## config.mk

```make
export PLATFORM = sky130hd
export DESIGN_NAME = dpc_top
export DESIGN_NICKNAME = d
export VERILOG_FILES = /design/src/dpc_pkg.sv /design/src/dpc_packer.sv /design/src/dpc_top.sv
export SDC_FILE = /design/constraint.sdc
export NUM_CORES = 1
export LEC_CHECK = 0
export BUFFER_PORTS_ARGS = -buffer_cell sky130_fd_sc_hd__buf_4
export CORE_AREA = 2 2 138 274
export CTS_CLUSTER_DIAMETER = 30
export CTS_CLUSTER_SIZE = 25
export DETAILED_ROUTE_END_ITERATION = 10
export DIE_AREA = 0 0 140 276
export GPL_TIMING_DRIVEN = 1
export HOLD_SLACK_MARGIN = 0.1
export PLACE_DENSITY_LB_ADDON = 0.3
export SETUP_SLACK_MARGIN = 0.05
export SLEW_MARGIN = 20
export SYNTH_ARGS = -nofsm -noshare
export SYNTH_HDL_FRONTEND = slang
export SYNTH_HIERARCHICAL = 1
export SYNTH_SLANG_ARGS = --single-unit
```

## constraint.sdc

```tcl
create_clock -name pclk -period 3.61 [get_ports pclk]
set_input_delay 0.5415 -clock pclk [delete_from_list [all_inputs] [get_ports pclk]]
set_output_delay 0.5415 -clock pclk [all_outputs]
set_load 0.05 [all_outputs]
```

## src/dpc_pkg.sv

```systemverilog
// Package of constants for the digital I/O port configuration block
// Operation
// - Thirty-two data lines form four eight-line ports, each direction set by software.
// - Port A lines 0-7, B 8-15, C 16-23, D 24-31.
// - After reset every data line is an input; no port drives.
// - A port switched to output starts tri-stated.
// - Acquisition width 8/16/24/32 bits; samples packed into 32-bit words.
// - Function pins 0-5 take serial, handshake, trigger or event roles.
// - Function pin 6 also carries output-side sample clock in or out.
// - Function pin 7 also carries input-side sample clock in or out.
// - Clock input jack, when selected, feeds external clock to both sample clocks together.
// - Clock output jack exports the selected sample clock.
// - Activity indicator red on input DMA, green output, amber both.
// - One logic-level setting of three applies to all pins.
package dpc_pkg;
  localparam int DPC_PORTS = 4;
  localparam int DPC_PORT_W = 8;
  localparam int DPC_FPINS = 8;
  // Register byte offsets
  localparam logic [7:0] DPC_DIR_OFF = 8'h00;
  localparam logic [7:0] DPC_DRV_OFF = 8'h04;
  localparam logic [7:0] DPC_DOUT_OFF = 8'h08;
  localparam logic [7:0] DPC_DIN_OFF = 8'h0C;
  localparam logic [7:0] DPC_WIDTH_OFF = 8'h10;
  localparam logic [7:0] DPC_FUNC_OFF = 8'h14;
  localparam logic [7:0] DPC_CLK_OFF = 8'h18;
  localparam logic [7:0] DPC_LVL_OFF = 8'h1C;
  localparam logic [7:0] DPC_DMA_OFF = 8'h20;
  localparam logic [7:0] DPC_PACK_OFF = 8'h24;
  localparam logic [7:0] DPC_STAT_OFF = 8'h28;
  // Reset values
  localparam logic [3:0] DPC_DIR_RST = 4'h0;
  localparam logic [1:0] DPC_LVL_RST = 2'h2;
  // Function pin roles, 3 bits per pin
  localparam logic [2:0] DPC_ROLE_GPIN = 3'h0;
  localparam logic [2:0] DPC_ROLE_SERIAL = 3'h1;
  localparam logic [2:0] DPC_ROLE_HSHAKE = 3'h2;
  localparam logic [2:0] DPC_ROLE_TRIG_IN = 3'h3;
  localparam logic [2:0] DPC_ROLE_TRIG_OUT = 3'h4;
  localparam logic [2:0] DPC_ROLE_EVENT = 3'h5;
  localparam logic [2:0] DPC_ROLE_CLK_IN = 3'h6;
  localparam logic [2:0] DPC_ROLE_CLK_OUT = 3'h7;
  // Clock register fields
  localparam int DPC_CLK_IN_SRC = 0;
  localparam int DPC_CLK_OUT_SRC = 1;
  localparam int DPC_CLK_OUT_EN = 2;
  localparam int DPC_CLK_DIV_LSB = 8;
  localparam logic [15:0] DPC_DIV_RST = 16'h0001;
  // Level encodings
  localparam logic [1:0] DPC_LVL_1V8 = 2'h0;
  localparam logic [1:0] DPC_LVL_2V5 = 2'h1;
  localparam logic [1:0] DPC_LVL_3V3 = 2'h2;
  // Activity colours
  localparam logic [1:0] DPC_LED_OFF = 2'h0;
  localparam logic [1:0] DPC_LED_RED = 2'h1;
  localparam logic [1:0] DPC_LED_GREEN = 2'h2;
  localparam logic [1:0] DPC_LED_AMBER = 2'h3;
endpackage

```

## src/dpc_packer.sv

```systemverilog
// Sample packer folding narrow acquisition samples into 32-bit words
`timescale 1ns/10ps
`default_nettype none
module dpc_packer (
  input wire logic pclk,
  input wire logic presetn,
  input wire logic clr,
  input wire logic smp_valid,
  input wire logic [1:0] width_sel,
  input wire logic [31:0] smp,
  output logic word_valid,
  output logic [31:0] word
);
  import dpc_pkg::*;
  typedef struct packed {
    logic [31:0] acc;
    logic [1:0] fill;
    logic [31:0] word;
    logic valid;
  } dpc_pk_s;
  dpc_pk_s st_reg;
  dpc_pk_s st_next;

  // Lanes fill from the low byte upward; width_sel 0..3 means 1..4 bytes
  always_comb begin
    logic [31:0] sh;
    logic [2:0] nfill;
    sh = 32'h0000_0000;
    nfill = 3'h0;
    st_next = st_reg;
    st_next.valid = 1'b0;
    if (clr) begin
      st_next.fill = 2'h0;
      st_next.acc = 32'h0000_0000;
    end else if (smp_valid) begin
      case (width_sel)
        2'h0: sh = {24'h000000, smp[7:0]} << {st_reg.fill, 3'h0};
        2'h1: sh = {16'h0000, smp[15:0]} << {st_reg.fill, 3'h0};
        2'h2: sh = {8'h00, smp[23:0]} << {st_reg.fill, 3'h0};
        default: sh = smp;
      endcase
      nfill = {1'b0, st_reg.fill} + {1'b0, width_sel} + 3'h1;
      if (nfill >= 3'h4) begin
        st_next.word = st_reg.acc | sh;
        st_next.valid = 1'b1;
        st_next.acc = 32'h0000_0000;
        st_next.fill = 2'h0;
        // 24-bit spills: carry the remainder into the next word
        if (nfill > 3'h4) begin
          st_next.acc = {8'h00, smp[23:0]} >> {(3'h4 - {1'b0, st_reg.fill}), 3'h0};
          st_next.fill = nfill[1:0];
        end
      end else begin
        st_next.acc = st_reg.acc | sh;
        st_next.fill = nfill[1:0];
      end
    end
  end

  // State register
  always_ff @(posedge pclk or negedge presetn) begin
    if (!presetn) begin
      st_reg <= '0;
    end else begin
      st_reg <= st_next;
    end
  end

  assign word_valid = st_reg.valid;
  assign word = st_reg.word;
endmodule
`default_nettype wire

```

## src/dpc_top.sv

```systemverilog
// Digital I/O port configuration, function pins and APB registers
//
// The register addresses and the APB register port are this design's own decisions.
`timescale 1ns/10ps
`default_nettype none
module dpc_top (
  input wire logic pclk,
  input wire logic presetn,
  input wire logic psel,
  input wire logic penable,
  input wire logic pwrite,
  input wire logic [7:0] paddr,
  input wire logic [31:0] pwdata,
  output logic [31:0] prdata,
  output logic pready,
  output logic pslverr,
  input wire logic [31:0] data_in,
  output logic [31:0] data_out,
  output logic [31:0] data_oe_n,
  input wire logic [dpc_pkg::DPC_FPINS-1:0] app_function_pin_in,
  output logic [dpc_pkg::DPC_FPINS-1:0] app_function_pin_out,
  output logic [dpc_pkg::DPC_FPINS-1:0] app_function_pin_oe_n,
  input wire logic [dpc_pkg::DPC_FPINS-1:0] role_sig_out,
  output logic [dpc_pkg::DPC_FPINS-1:0] role_sig_in,
  input wire logic in_sample_clk_int,
  input wire logic out_sample_clk_int,
  output logic in_sample_clk_sel,
  output logic out_sample_clk_sel,
  input wire logic clk_in_jack,
  output logic clk_out_jack,
  output logic [1:0] logic_level,
  output logic [1:0] activity_indicator,
  input wire logic pattern_acquire_strobe,
  output logic pack_word_valid
);
  import dpc_pkg::*;

  typedef struct packed {
    logic [3:0] dir;
    logic [3:0] drv;
    logic [31:0] dout;
    logic [31:0] din;
    logic [1:0] width;
    logic [23:0] func;
    logic [2:0] clkc;
    logic [1:0] lvl;
    logic [1:0] dma;
    logic [31:0] pack;
    logic [31:0] oe_n;
    logic [7:0] fpo;
    logic [7:0] fpoe_n;
    logic [7:0] fpi;
    logic insel;
    logic outsel;
    logic cko;
    logic [1:0] led;
    logic [31:0] rdata;
    logic ready;
    logic err;
  } dpc_st_s;

  dpc_st_s st_reg;
  dpc_st_s st_next;
  logic pk_valid;
  logic [31:0] pk_word;
  logic acc_phase;
  logic wr_en;
  logic hit;

  // Acquired samples folded into transfer words
  dpc_packer u_packer (
    .pclk(pclk),
    .presetn(presetn),
    .clr(wr_en && paddr == DPC_WIDTH_OFF),
    .smp_valid(pattern_acquire_strobe),
    .width_sel(st_reg.width),
    .smp(st_reg.din),
    .word_valid(pk_valid),
    .word(pk_word)
  );

  // APB decode; answer one cycle after the access edge, writes land on the completing edge
  assign acc_phase = psel && penable && !st_reg.ready;
  assign wr_en = psel && penable && pwrite && st_reg.ready;
  always_comb begin
    case (paddr)
      DPC_DIR_OFF, DPC_DRV_OFF, DPC_DOUT_OFF, DPC_DIN_OFF, DPC_WIDTH_OFF, DPC_FUNC_OFF,
      DPC_CLK_OFF, DPC_LVL_OFF, DPC_DMA_OFF, DPC_PACK_OFF, DPC_STAT_OFF: hit = 1'b1;
      default: hit = 1'b0;
    endcase
  end

  // Next-state logic for all registers and pin drivers
  always_comb begin
    logic [2:0] role;
    logic ck;
    role = 3'h0;
    ck = 1'b0;
    st_next = st_reg;
    st_next.ready = acc_phase;
    st_next.err = acc_phase && !hit;
    st_next.din = data_in;
    if (pk_valid) begin
      st_next.pack = pk_word;
    end
    // Register writes
    if (wr_en) begin
      case (paddr)
        DPC_DIR_OFF: begin
          st_next.dir = pwdata[3:0];
          // Newly turned outputs lose their drive enable
          st_next.drv = st_reg.drv & ~(pwdata[3:0] & ~st_reg.dir);
        end
        DPC_DRV_OFF: st_next.drv = pwdata[3:0];
        DPC_DOUT_OFF: st_next.dout = pwdata;
        DPC_WIDTH_OFF: st_next.width = pwdata[1:0];
        DPC_FUNC_OFF: st_next.func = pwdata[23:0];
        DPC_CLK_OFF: st_next.clkc = pwdata[2:0];
        DPC_LVL_OFF: st_next.lvl = (pwdata[1:0] == 2'h3) ? st_reg.lvl : pwdata[1:0];
        DPC_DMA_OFF: st_next.dma = pwdata[1:0];
        default: ;
      endcase
    end
    // Register reads
    st_next.rdata = 32'h0000_0000;
    if (acc_phase && !pwrite) begin
      case (paddr)
        DPC_DIR_OFF: st_next.rdata = {28'h0000000, st_reg.dir};
        DPC_DRV_OFF: st_next.rdata = {28'h0000000, st_reg.drv};
        DPC_DOUT_OFF: st_next.rdata = st_reg.dout;
        DPC_DIN_OFF: st_next.rdata = st_reg.din;
        DPC_WIDTH_OFF: st_next.rdata = {30'h00000000, st_reg.width};
        DPC_FUNC_OFF: st_next.rdata = {8'h00, st_reg.func};
        DPC_CLK_OFF: st_next.rdata = {29'h00000000, st_reg.clkc};
        DPC_LVL_OFF: st_next.rdata = {30'h00000000, st_reg.lvl};
        DPC_DMA_OFF: st_next.rdata = {30'h00000000, st_reg.dma};
        DPC_PACK_OFF: st_next.rdata = st_reg.pack;
        DPC_STAT_OFF: st_next.rdata = {14'h0000, st_reg.fpi, ~st_reg.oe_n[31:24], 2'h0};
        default: st_next.rdata = 32'h0000_0000;
      endcase
    end
    // Port drivers: port p owns lines 8p..8p+7
    for (int p = 0; p < DPC_PORTS; p++) begin
      st_next.oe_n[p*DPC_PORT_W +: DPC_PORT_W] = {DPC_PORT_W{~(st_next.dir[p] & st_next.drv[p])}};
    end
    // Sample clock selection from jack or dedicated function pins
    st_next.insel = st_reg.clkc[DPC_CLK_IN_SRC] ? clk_in_jack :
      ((st_reg.func[21 +: 3] == DPC_ROLE_CLK_IN) ? app_function_pin_in[7] : in_sample_clk_int);
    st_next.outsel = st_reg.clkc[DPC_CLK_IN_SRC] ? clk_in_jack :
      ((st_reg.func[18 +: 3] == DPC_ROLE_CLK_IN) ? app_function_pin_in[6] : out_sample_clk_int);
    ck = st_reg.clkc[DPC_CLK_OUT_SRC] ? st_reg.outsel : st_reg.insel;
    st_next.cko = st_reg.clkc[DPC_CLK_OUT_EN] & ck;
    // Function pin roles
    st_next.fpi = app_function_pin_in;
    for (int i = 0; i < DPC_FPINS; i++) begin
      role = st_reg.func[i*3 +: 3];
      st_next.fpo[i] = role_sig_out[i];
      st_next.fpoe_n[i] = 1'b1;
      case (role)
        DPC_ROLE_SERIAL, DPC_ROLE_HSHAKE, DPC_ROLE_TRIG_OUT, DPC_ROLE_EVENT: begin
          st_next.fpoe_n[i] = (role == DPC_ROLE_SERIAL && i > 5) ? 1'b1 : 1'b0;
        end
        DPC_ROLE_CLK_OUT: begin
          if (i == 6) begin
            st_next.fpo[i] = st_reg.outsel;
            st_next.fpoe_n[i] = 1'b0;
          end else if (i == 7) begin
            st_next.fpo[i] = st_reg.insel;
            st_next.fpoe_n[i] = 1'b0;
          end
        end
        default: ;
      endcase
    end
    // Activity colour from running DMA directions
    case (st_reg.dma)
      2'h1: st_next.led = DPC_LED_RED;
      2'h2: st_next.led = DPC_LED_GREEN;
      2'h3: st_next.led = DPC_LED_AMBER;
      default: st_next.led = DPC_LED_OFF;
    endcase
  end

  // State register
  always_ff @(posedge pclk or negedge presetn) begin
    if (!presetn) begin
      st_reg <= '0;
      st_reg.dir <= DPC_DIR_RST;
      st_reg.lvl <= DPC_LVL_RST;
      st_reg.oe_n <= 32'hFFFF_FFFF;
      st_reg.fpoe_n <= 8'hFF;
    end else begin
      st_reg <= st_next;
    end
  end

  assign prdata = st_reg.rdata;
  assign pready = st_reg.ready;
  assign pslverr = st_reg.err;
  assign data_out = st_reg.dout;
  assign data_oe_n = st_reg.oe_n;
  assign app_function_pin_out = st_reg.fpo;
  assign app_function_pin_oe_n = st_reg.fpoe_n;
  assign role_sig_in = st_reg.fpi;
  assign in_sample_clk_sel = st_reg.insel;
  assign out_sample_clk_sel = st_reg.outsel;
  assign clk_out_jack = st_reg.cko;
  assign logic_level = st_reg.lvl;
  assign activity_indicator = st_reg.led;
  assign pack_word_valid = pk_valid;

  // Checks: port drive enables
  drive_needs_out_a: assert property (@(posedge pclk) disable iff (!presetn)
    !data_oe_n[0] |-> st_reg.dir[0] && st_reg.drv[0]) else $error("port driven without enable");
  port_b_drive_a: assert property (@(posedge pclk) disable iff (!presetn)
    !data_oe_n[8] |-> st_reg.dir[1] && st_reg.drv[1]) else $error("port B driven without enable");
  port_c_drive_a: assert property (@(posedge pclk) disable iff (!presetn)
    !data_oe_n[16] |-> st_reg.dir[2] && st_reg.drv[2]) else $error("port C driven without enable");
  port_d_drive_a: assert property (@(posedge pclk) disable iff (!presetn)
    !data_oe_n[24] |-> st_reg.dir[3] && st_reg.drv[3]) else $error("port D driven without enable");
  port_a_on_a: assert property (@(posedge pclk) disable iff (!presetn)
    st_reg.dir[0] && st_reg.drv[0] |-> !data_oe_n[0]) else $error("port A enabled but released");
  port_c_on_a: assert property (@(posedge pclk) disable iff (!presetn)
    st_reg.dir[2] && st_reg.drv[2] |-> !data_oe_n[16]) else $error("port C enabled but released");
  drv_write_a: assert property (@(posedge pclk) disable iff (!presetn)
    wr_en && paddr == DPC_DRV_OFF |=> st_reg.drv == $past(pwdata[3:0])) else $error("drive enable lost");

  // Checks: direction changes start tri-stated
  turn_out_tri_a: assert property (@(posedge pclk) disable iff (!presetn)
    wr_en && paddr == DPC_DIR_OFF && pwdata[0] && !st_reg.dir[0] |=> data_oe_n[7:0] == 8'hFF)
    else $error("new output port not tri-stated");
  turn_out_c_a: assert property (@(posedge pclk) disable iff (!presetn)
    wr_en && paddr == DPC_DIR_OFF && pwdata[2] && !st_reg.dir[2] |=> data_oe_n[23:16] == 8'hFF)
    else $error("new output port C not tri-stated");
  drv_cleared_a: assert property (@(posedge pclk) disable iff (!presetn)
    wr_en && paddr == DPC_DIR_OFF && pwdata[0] && !st_reg.dir[0] |=> !st_reg.drv[0])
    else $error("drive enable kept on direction change");
  dir_write_a: assert property (@(posedge pclk) disable iff (!presetn)
    wr_en && paddr == DPC_DIR_OFF |=> st_reg.dir == $past(pwdata[3:0])) else $error("direction lost");

  // Checks: lines move as whole ports
  port_a_group_a: assert property (@(posedge pclk) disable iff (!presetn)
    data_oe_n[7:0] == {8{data_oe_n[0]}}) else $error("port A lines split");
  port_b_group_a: assert property (@(posedge pclk) disable iff (!presetn)
    data_oe_n[15:8] == {8{data_oe_n[8]}}) else $error("port B lines split");
  port_group_a: assert property (@(posedge pclk) disable iff (!presetn)
    data_oe_n[23:16] == {8{data_oe_n[16]}}) else $error("port lines split");
  port_d_group_a: assert property (@(posedge pclk) disable iff (!presetn)
    data_oe_n[31:24] == {8{data_oe_n[24]}}) else $error("port D lines split");

  // Checks: state seen at the first edge after reset
  reset_input_a: assert property (@(posedge pclk) $rose(presetn) |-> data_oe_n == 32'hFFFF_FFFF)
    else $error("lines driven after reset");
  reset_fpin_a: assert property (@(posedge pclk) $rose(presetn) |-> app_function_pin_oe_n == 8'hFF)
    else $error("function pins driven after reset");
  reset_dir_a: assert property (@(posedge pclk) $rose(presetn) |-> st_reg.dir == DPC_DIR_RST)
    else $error("ports not inputs after reset");
  reset_level_a: assert property (@(posedge pclk) $rose(presetn) |-> logic_level == DPC_LVL_RST)
    else $error("level wrong after reset");
  reset_led_a: assert property (@(posedge pclk) $rose(presetn) |-> activity_indicator == DPC_LED_OFF)
    else $error("indicator lit after reset");
  reset_clk_a: assert property (@(posedge pclk) $rose(presetn) |-> !clk_out_jack)
    else $error("clock exported after reset");

  // Checks: acquisition packing
  width_write_a: assert property (@(posedge pclk) disable iff (!presetn)
    wr_en && paddr == DPC_WIDTH_OFF |=> st_reg.width == $past(pwdata[1:0])) else $error("width lost");
  pack_word_a: assert property (@(posedge pclk) disable iff (!presetn)
    st_reg.width == 2'h3 && pattern_acquire_strobe && !(wr_en && paddr == DPC_WIDTH_OFF) |=> pack_word_valid)
    else $error("no 32-bit word");

  // Checks: function pin roles
  event_drive_a: assert property (@(posedge pclk) disable iff (!presetn)
    st_reg.func[2:0] == DPC_ROLE_EVENT |=> !app_function_pin_oe_n[0]) else $error("event pin not driven");
  event_follow_a: assert property (@(posedge pclk) disable iff (!presetn)
    st_reg.func[2:0] == DPC_ROLE_EVENT |=> app_function_pin_out[0] == $past(role_sig_out[0]))
    else $error("event pin value wrong");
  trig_in_release_a: assert property (@(posedge pclk) disable iff (!presetn)
    st_reg.func[5:3] == DPC_ROLE_TRIG_IN |=> app_function_pin_oe_n[1]) else $error("trigger input driven");
  pin_hi_serial_a: assert property (@(posedge pclk) disable iff (!presetn)
    st_reg.func[23:21] == DPC_ROLE_SERIAL |=> app_function_pin_oe_n[7]) else $error("pin 7 serial");
  pin6_clk_in_a: assert property (@(posedge pclk) disable iff (!presetn)
    st_reg.func[20:18] == DPC_ROLE_CLK_IN |=> app_function_pin_oe_n[6]) else $error("clock input pin driven");
  pin7_clk_out_a: assert property (@(posedge pclk) disable iff (!presetn)
    st_reg.func[23:21] == DPC_ROLE_CLK_OUT |=> !app_function_pin_oe_n[7] &&
    app_function_pin_out[7] == $past(in_sample_clk_sel)) else $error("input clock not exported on pin 7");

  // Checks: clock jacks
  jack_in_sel_a: assert property (@(posedge pclk) disable iff (!presetn)
    st_reg.clkc[DPC_CLK_IN_SRC] |=> in_sample_clk_sel == $past(clk_in_jack)) else $error("jack not input clock");
  jack_out_sel_a: assert property (@(posedge pclk) disable iff (!presetn)
    st_reg.clkc[DPC_CLK_IN_SRC] |=> out_sample_clk_sel == $past(clk_in_jack)) else $error("jack not output clock");
  clk_export_a: assert property (@(posedge pclk) disable iff (!presetn)
    !st_reg.clkc[DPC_CLK_OUT_EN] |=> !clk_out_jack) else $error("clock exported while off");
  export_in_a: assert property (@(posedge pclk) disable iff (!presetn)
    st_reg.clkc[DPC_CLK_OUT_EN] && !st_reg.clkc[DPC_CLK_OUT_SRC] |=> clk_out_jack == $past(in_sample_clk_sel))
    else $error("input clock not exported");
  export_out_a: assert property (@(posedge pclk) disable iff (!presetn)
    st_reg.clkc[DPC_CLK_OUT_EN] && st_reg.clkc[DPC_CLK_OUT_SRC] |=> clk_out_jack == $past(out_sample_clk_sel))
    else $error("output clock not exported");

  // Checks: activity colour
  led_off_a: assert property (@(posedge pclk) disable iff (!presetn)
    st_reg.dma == 2'h0 |=> activity_indicator == DPC_LED_OFF) else $error("indicator lit when idle");
  led_red_a: assert property (@(posedge pclk) disable iff (!presetn)
    st_reg.dma == 2'h1 |=> activity_indicator == DPC_LED_RED) else $error("input colour wrong");
  led_green_a: assert property (@(posedge pclk) disable iff (!presetn)
    st_reg.dma == 2'h2 |=> activity_indicator == DPC_LED_GREEN) else $error("output colour wrong");
  led_amber_a: assert property (@(posedge pclk) disable iff (!presetn)
    st_reg.dma == 2'h3 |=> activity_indicator == DPC_LED_AMBER) else $error("activity colour wrong");

  // Checks: logic level setting
  level_legal_a: assert property (@(posedge pclk) disable iff (!presetn)
    logic_level != 2'h3) else $error("illegal logic level");
  level_write_a: assert property (@(posedge pclk) disable iff (!presetn)
    wr_en && paddr == DPC_LVL_OFF && pwdata[1:0] != 2'h3 |=> logic_level == $past(pwdata[1:0]))
    else $error("level write lost");
  level_keep_a: assert property (@(posedge pclk) disable iff (!presetn)
    wr_en && paddr == DPC_LVL_OFF && pwdata[1:0] == 2'h3 |=> $stable(logic_level))
    else $error("illegal level accepted");
endmodule
`default_nettype wire

```

==> metrics.cfg <==
[drt]
drt_pre_antenna_iters = 9
routed_vias_inst = 5.34
wl_mm = 37.7
ant_nets = 0
detailroute.via_count = 9273
post_drt_wl_per_cell_microns = 21.7
remaining_drc_errors = 14
initialDrtViolationCount = 673

[grt]
globalRouteTotalUtil_pct = 19.4
groute.layer.met3.usage_pct = 1.92
antenna_found_initial = 0
grt_overflow_total = 0
met2_usage_pct = 37.7
grt_most_used_layer = met2
grt_pass1_wl_mm = 57.8
grt_max_degree = 79
number_of_global_route_vias_before_repair = 9886
use_met1_pct = 18.4

[floorplan]
start_util_pct = 35.4
die_x_microns = 140
placeableCoreArea_sq_mm = 0.0365
pin_count = 227
floorplan.rows = 99
die-area_sq_mm = 0.0386
chipHeight_microns = 276

[worst_setup_path]
critical_path.max_fanout = 10
timing.critical_path.from = u_packer/st_reg[33]
r2r_cell_count = 7
crit_end = u_packer/st_reg[47]
ff2ff_setup_slack_ps = 980
critical_path_class = reg -> reg
signal_arrival_time_at_the_worst_endpoint_ps = 3070
setup.worst_path.start_class = flop
crit_required_ps = 4050
regToRegEndpoint = u_packer/st_reg[47]
crit_path_end_kind = flop
worst_r2r_startpoint = u_packer/st_reg[33]

[clock_network]
cts.reportedPaths.clkPinSlew_ps = 60
cts-resized-gates = 0
post-cts-setup-buffers = 0
cts.root.buffer_cell = clkbuf_16
cts_h_tree_lvls = 1
cts_inserted_buffers = 29
tritoncts = done
clk-insertion-delay-late_ps = 560
cts_max_path_buffers = 3
clock-sinks = 271

[timing]
fin_skew_ps = 20.5
setup_repair_after_global_routing_missed_its_margin = false
tns_ps = 0
timing.max_slew.rel_slack_pct = 48.8
maxClockFrequency_ghz = 0.380
final.period_utilization_pct = 72.9
final_period_minus_worst_setup_slack_ps = 2630
finalHoldViolCount = 0
setup_viol_count_final = 0
finalWorstSetupSlack_ps = 977
final-max-slew-violation-count = 0
worst-slew-pin-transition_ps = 749

[pwr]
share_comb_of_total_power_pct = 18.8
p_sw_mw = 2.58
switching_share_pct = 30.5
irDropWorstVdd_mv = 0.338
power_frac_clock_pct = 35.4
p_leak_nw = 7.02
power.sequential.fraction_pct = 45.8
internal_dissipation_mw = 5.88
power-per-cell-area_mw_per_mm2 = 549
report.power.total_mw = 8.46

[final_layout]
layout-area-overhead-vs-synth_pct = 19.0
layout_commonest_cell = dfrtp_1
finish.net_count = 1366
mostFrequentLayoutCells = dfrtp_1, buf_4, nand2_1, o21ai_0, mux2_2
largest_reg_flops = 103
final_cells = 1737
antenna_cells_inserted = 0
final_layout_size_suffix_gt1_share_pct = 32.3
utilization_pct = 42.2
fillerInstances = 3428

[outcome]
status = finished with violations
failed_checks = design-rule violations

[min_path]
hold_path_depth = 1
min-delay-path-class = in -> reg

[synth]
syn-cell-area_sq_mm = 0.0129
syn_area_per_cell_sq_um = 11.2
postSynthRegisterBits = 271
async_flop_share_pct = 100
dominantRegCellSynth = dfrtp_1
synth.yosys.seq_area_share_pct = 52.5
synthesis.instances = 1159
yosys_warnings = 6
synthesized_net_count = 1263
yosys.cell_types.count = 73
synth-edff-count = 0

[run]
timing.max_cap.violations = 0

[place]
post-place-cells = 1641
port-buffer-count = 226
hpwlAfterDp_mm = 29.0
place_ws_ps = 739
place.gp.congestion = 0.911

-- worst min-delay path by stage --
| stage | start | endpoint | slack [ps] |
|---|---|---|---|
| after floorplan | presetn | activity_indicator[0] | 250 |
| after detailed placement | st_reg[128] | activity_indicator[1] | 400 |
| after global routing | data_in[20] | st_reg[180] | 100 |
| after CTS | data_in[20] | st_reg[180] | 100 |
| after global placement | st_reg[128] | activity_indicator[1] | 400 |
| final | data_in[20] | st_reg[180] | 120 |
-- Yosys cell counts, types with 9 or more instances --
cell type / count / share of area (%)
a2111oi_0: 9 / 0.61
a211oi_1: 9 / 0.52
a21o_1: 10 / 0.58
a21oi_1: 48 / 1.9
a22oi_1: 42 / 2.4
a31oi_1: 14 / 0.68
buf_2: 21 / 0.81
buf_4: 161 / 9.3
clkbuf_1: 34 / 0.99
dfrtp_1: 258 / 50
dfstp_2: 13 / 2.6
inv_1: 21 / 0.61
mux2_1: 18 / 1.6
mux2_2: 70 / 6.1
mux2i_1: 27 / 2.1
nand2_1: 83 / 2.4
nand2b_1: 9 / 0.43
nand3_1: 12 / 0.46
nand3b_1: 9 / 0.52
nor2_1: 42 / 1.2
nor3_1: 16 / 0.62
o21ai_0: 77 / 3.0
o221ai_1: 12 / 0.81
o2bb2ai_1: 13 / 0.88
o32ai_1: 11 / 0.74
-- kinds of logic (layout without fill, tap and decap cells) --
| family | Yosys count | count (layout) | share of synthesized area [%] |
|---|---|---|---|
| muxes | 118 | 118 | 10.3 |
| AOI/OAI and AO/OA | 285 | 285 | 14.7 |
| DFF | 271 | 271 | 52.5 |
| and+or+nand+nor | 222 | 222 | 9.12 |
| xor gates and xnor gates | 8 | 8 | 0.541 |
| buffers and inverters | 248 | 372 | 12.2 |
| adders and majority gates | 7 | 7 | 0.734 |
-- what timing repair did --
action | in CTS | in global routing
hold endpoints to repair | 113 | 0
endpoints found under the setup margin | 0 | 0
hold buffers | 44 | 0
-- critical path, cell delays in order, from the launching register on --
cell	delay [ps]
dfrtp_1	360
clkinv_1	290
ha_1	340
fa_1	440
nor2_1	200
nand3_2	220
or2_2	440
o221ai_1	230
-- routing by layer --
metal / wire (microns) / up-vias / share of wire (%)
met5: 0 / - / 0
met4: 2990 / 0 / 7.9
met3: 1530 / 124 / 4.1
met2: 21100 / 343 / 56
met1: 12000 / 4599 / 32
li1: - / 4207 / -
-- per-stage QoR --
step / hold WS, ps / cell area [sq um]
6_report: 117 / 15400
5_1_grt: 105 / 15400
4_1_cts: 100 / 15400
3_5_place_dp: 402 / 14000
3_3_place_gp: 403 / 14000
2_1_floorplan: 246 / 12900
-- final cells by class --
type | instances | area, sq um | share of cell area, %
Timing Repair Buffer | 298 | 2380 | 15.4
Sequential cell | 271 | 6800 | 44.1
Multi-Input combinational cell | 640 | 4600 | 29.8
Inverter | 22 | 82.6 | 0.536
Tap cell | 454 | 568 | 3.69
Clock buffer | 34 | 774 | 5.03
Clock inverter | 18 | 208 | 1.35
-- power groups by stage --
stage	clock network, mW	registers (mW)	logic (mW)
floorplan	0	3.79	1.30
global placement	0	3.91	1.50
detailed placement	0	3.92	1.55
CTS	3.09	3.87	1.59
global route	3.21	3.92	1.76
finish	3.00	3.87	1.59
No activity file was read; power rests on OpenSTA's default activity.
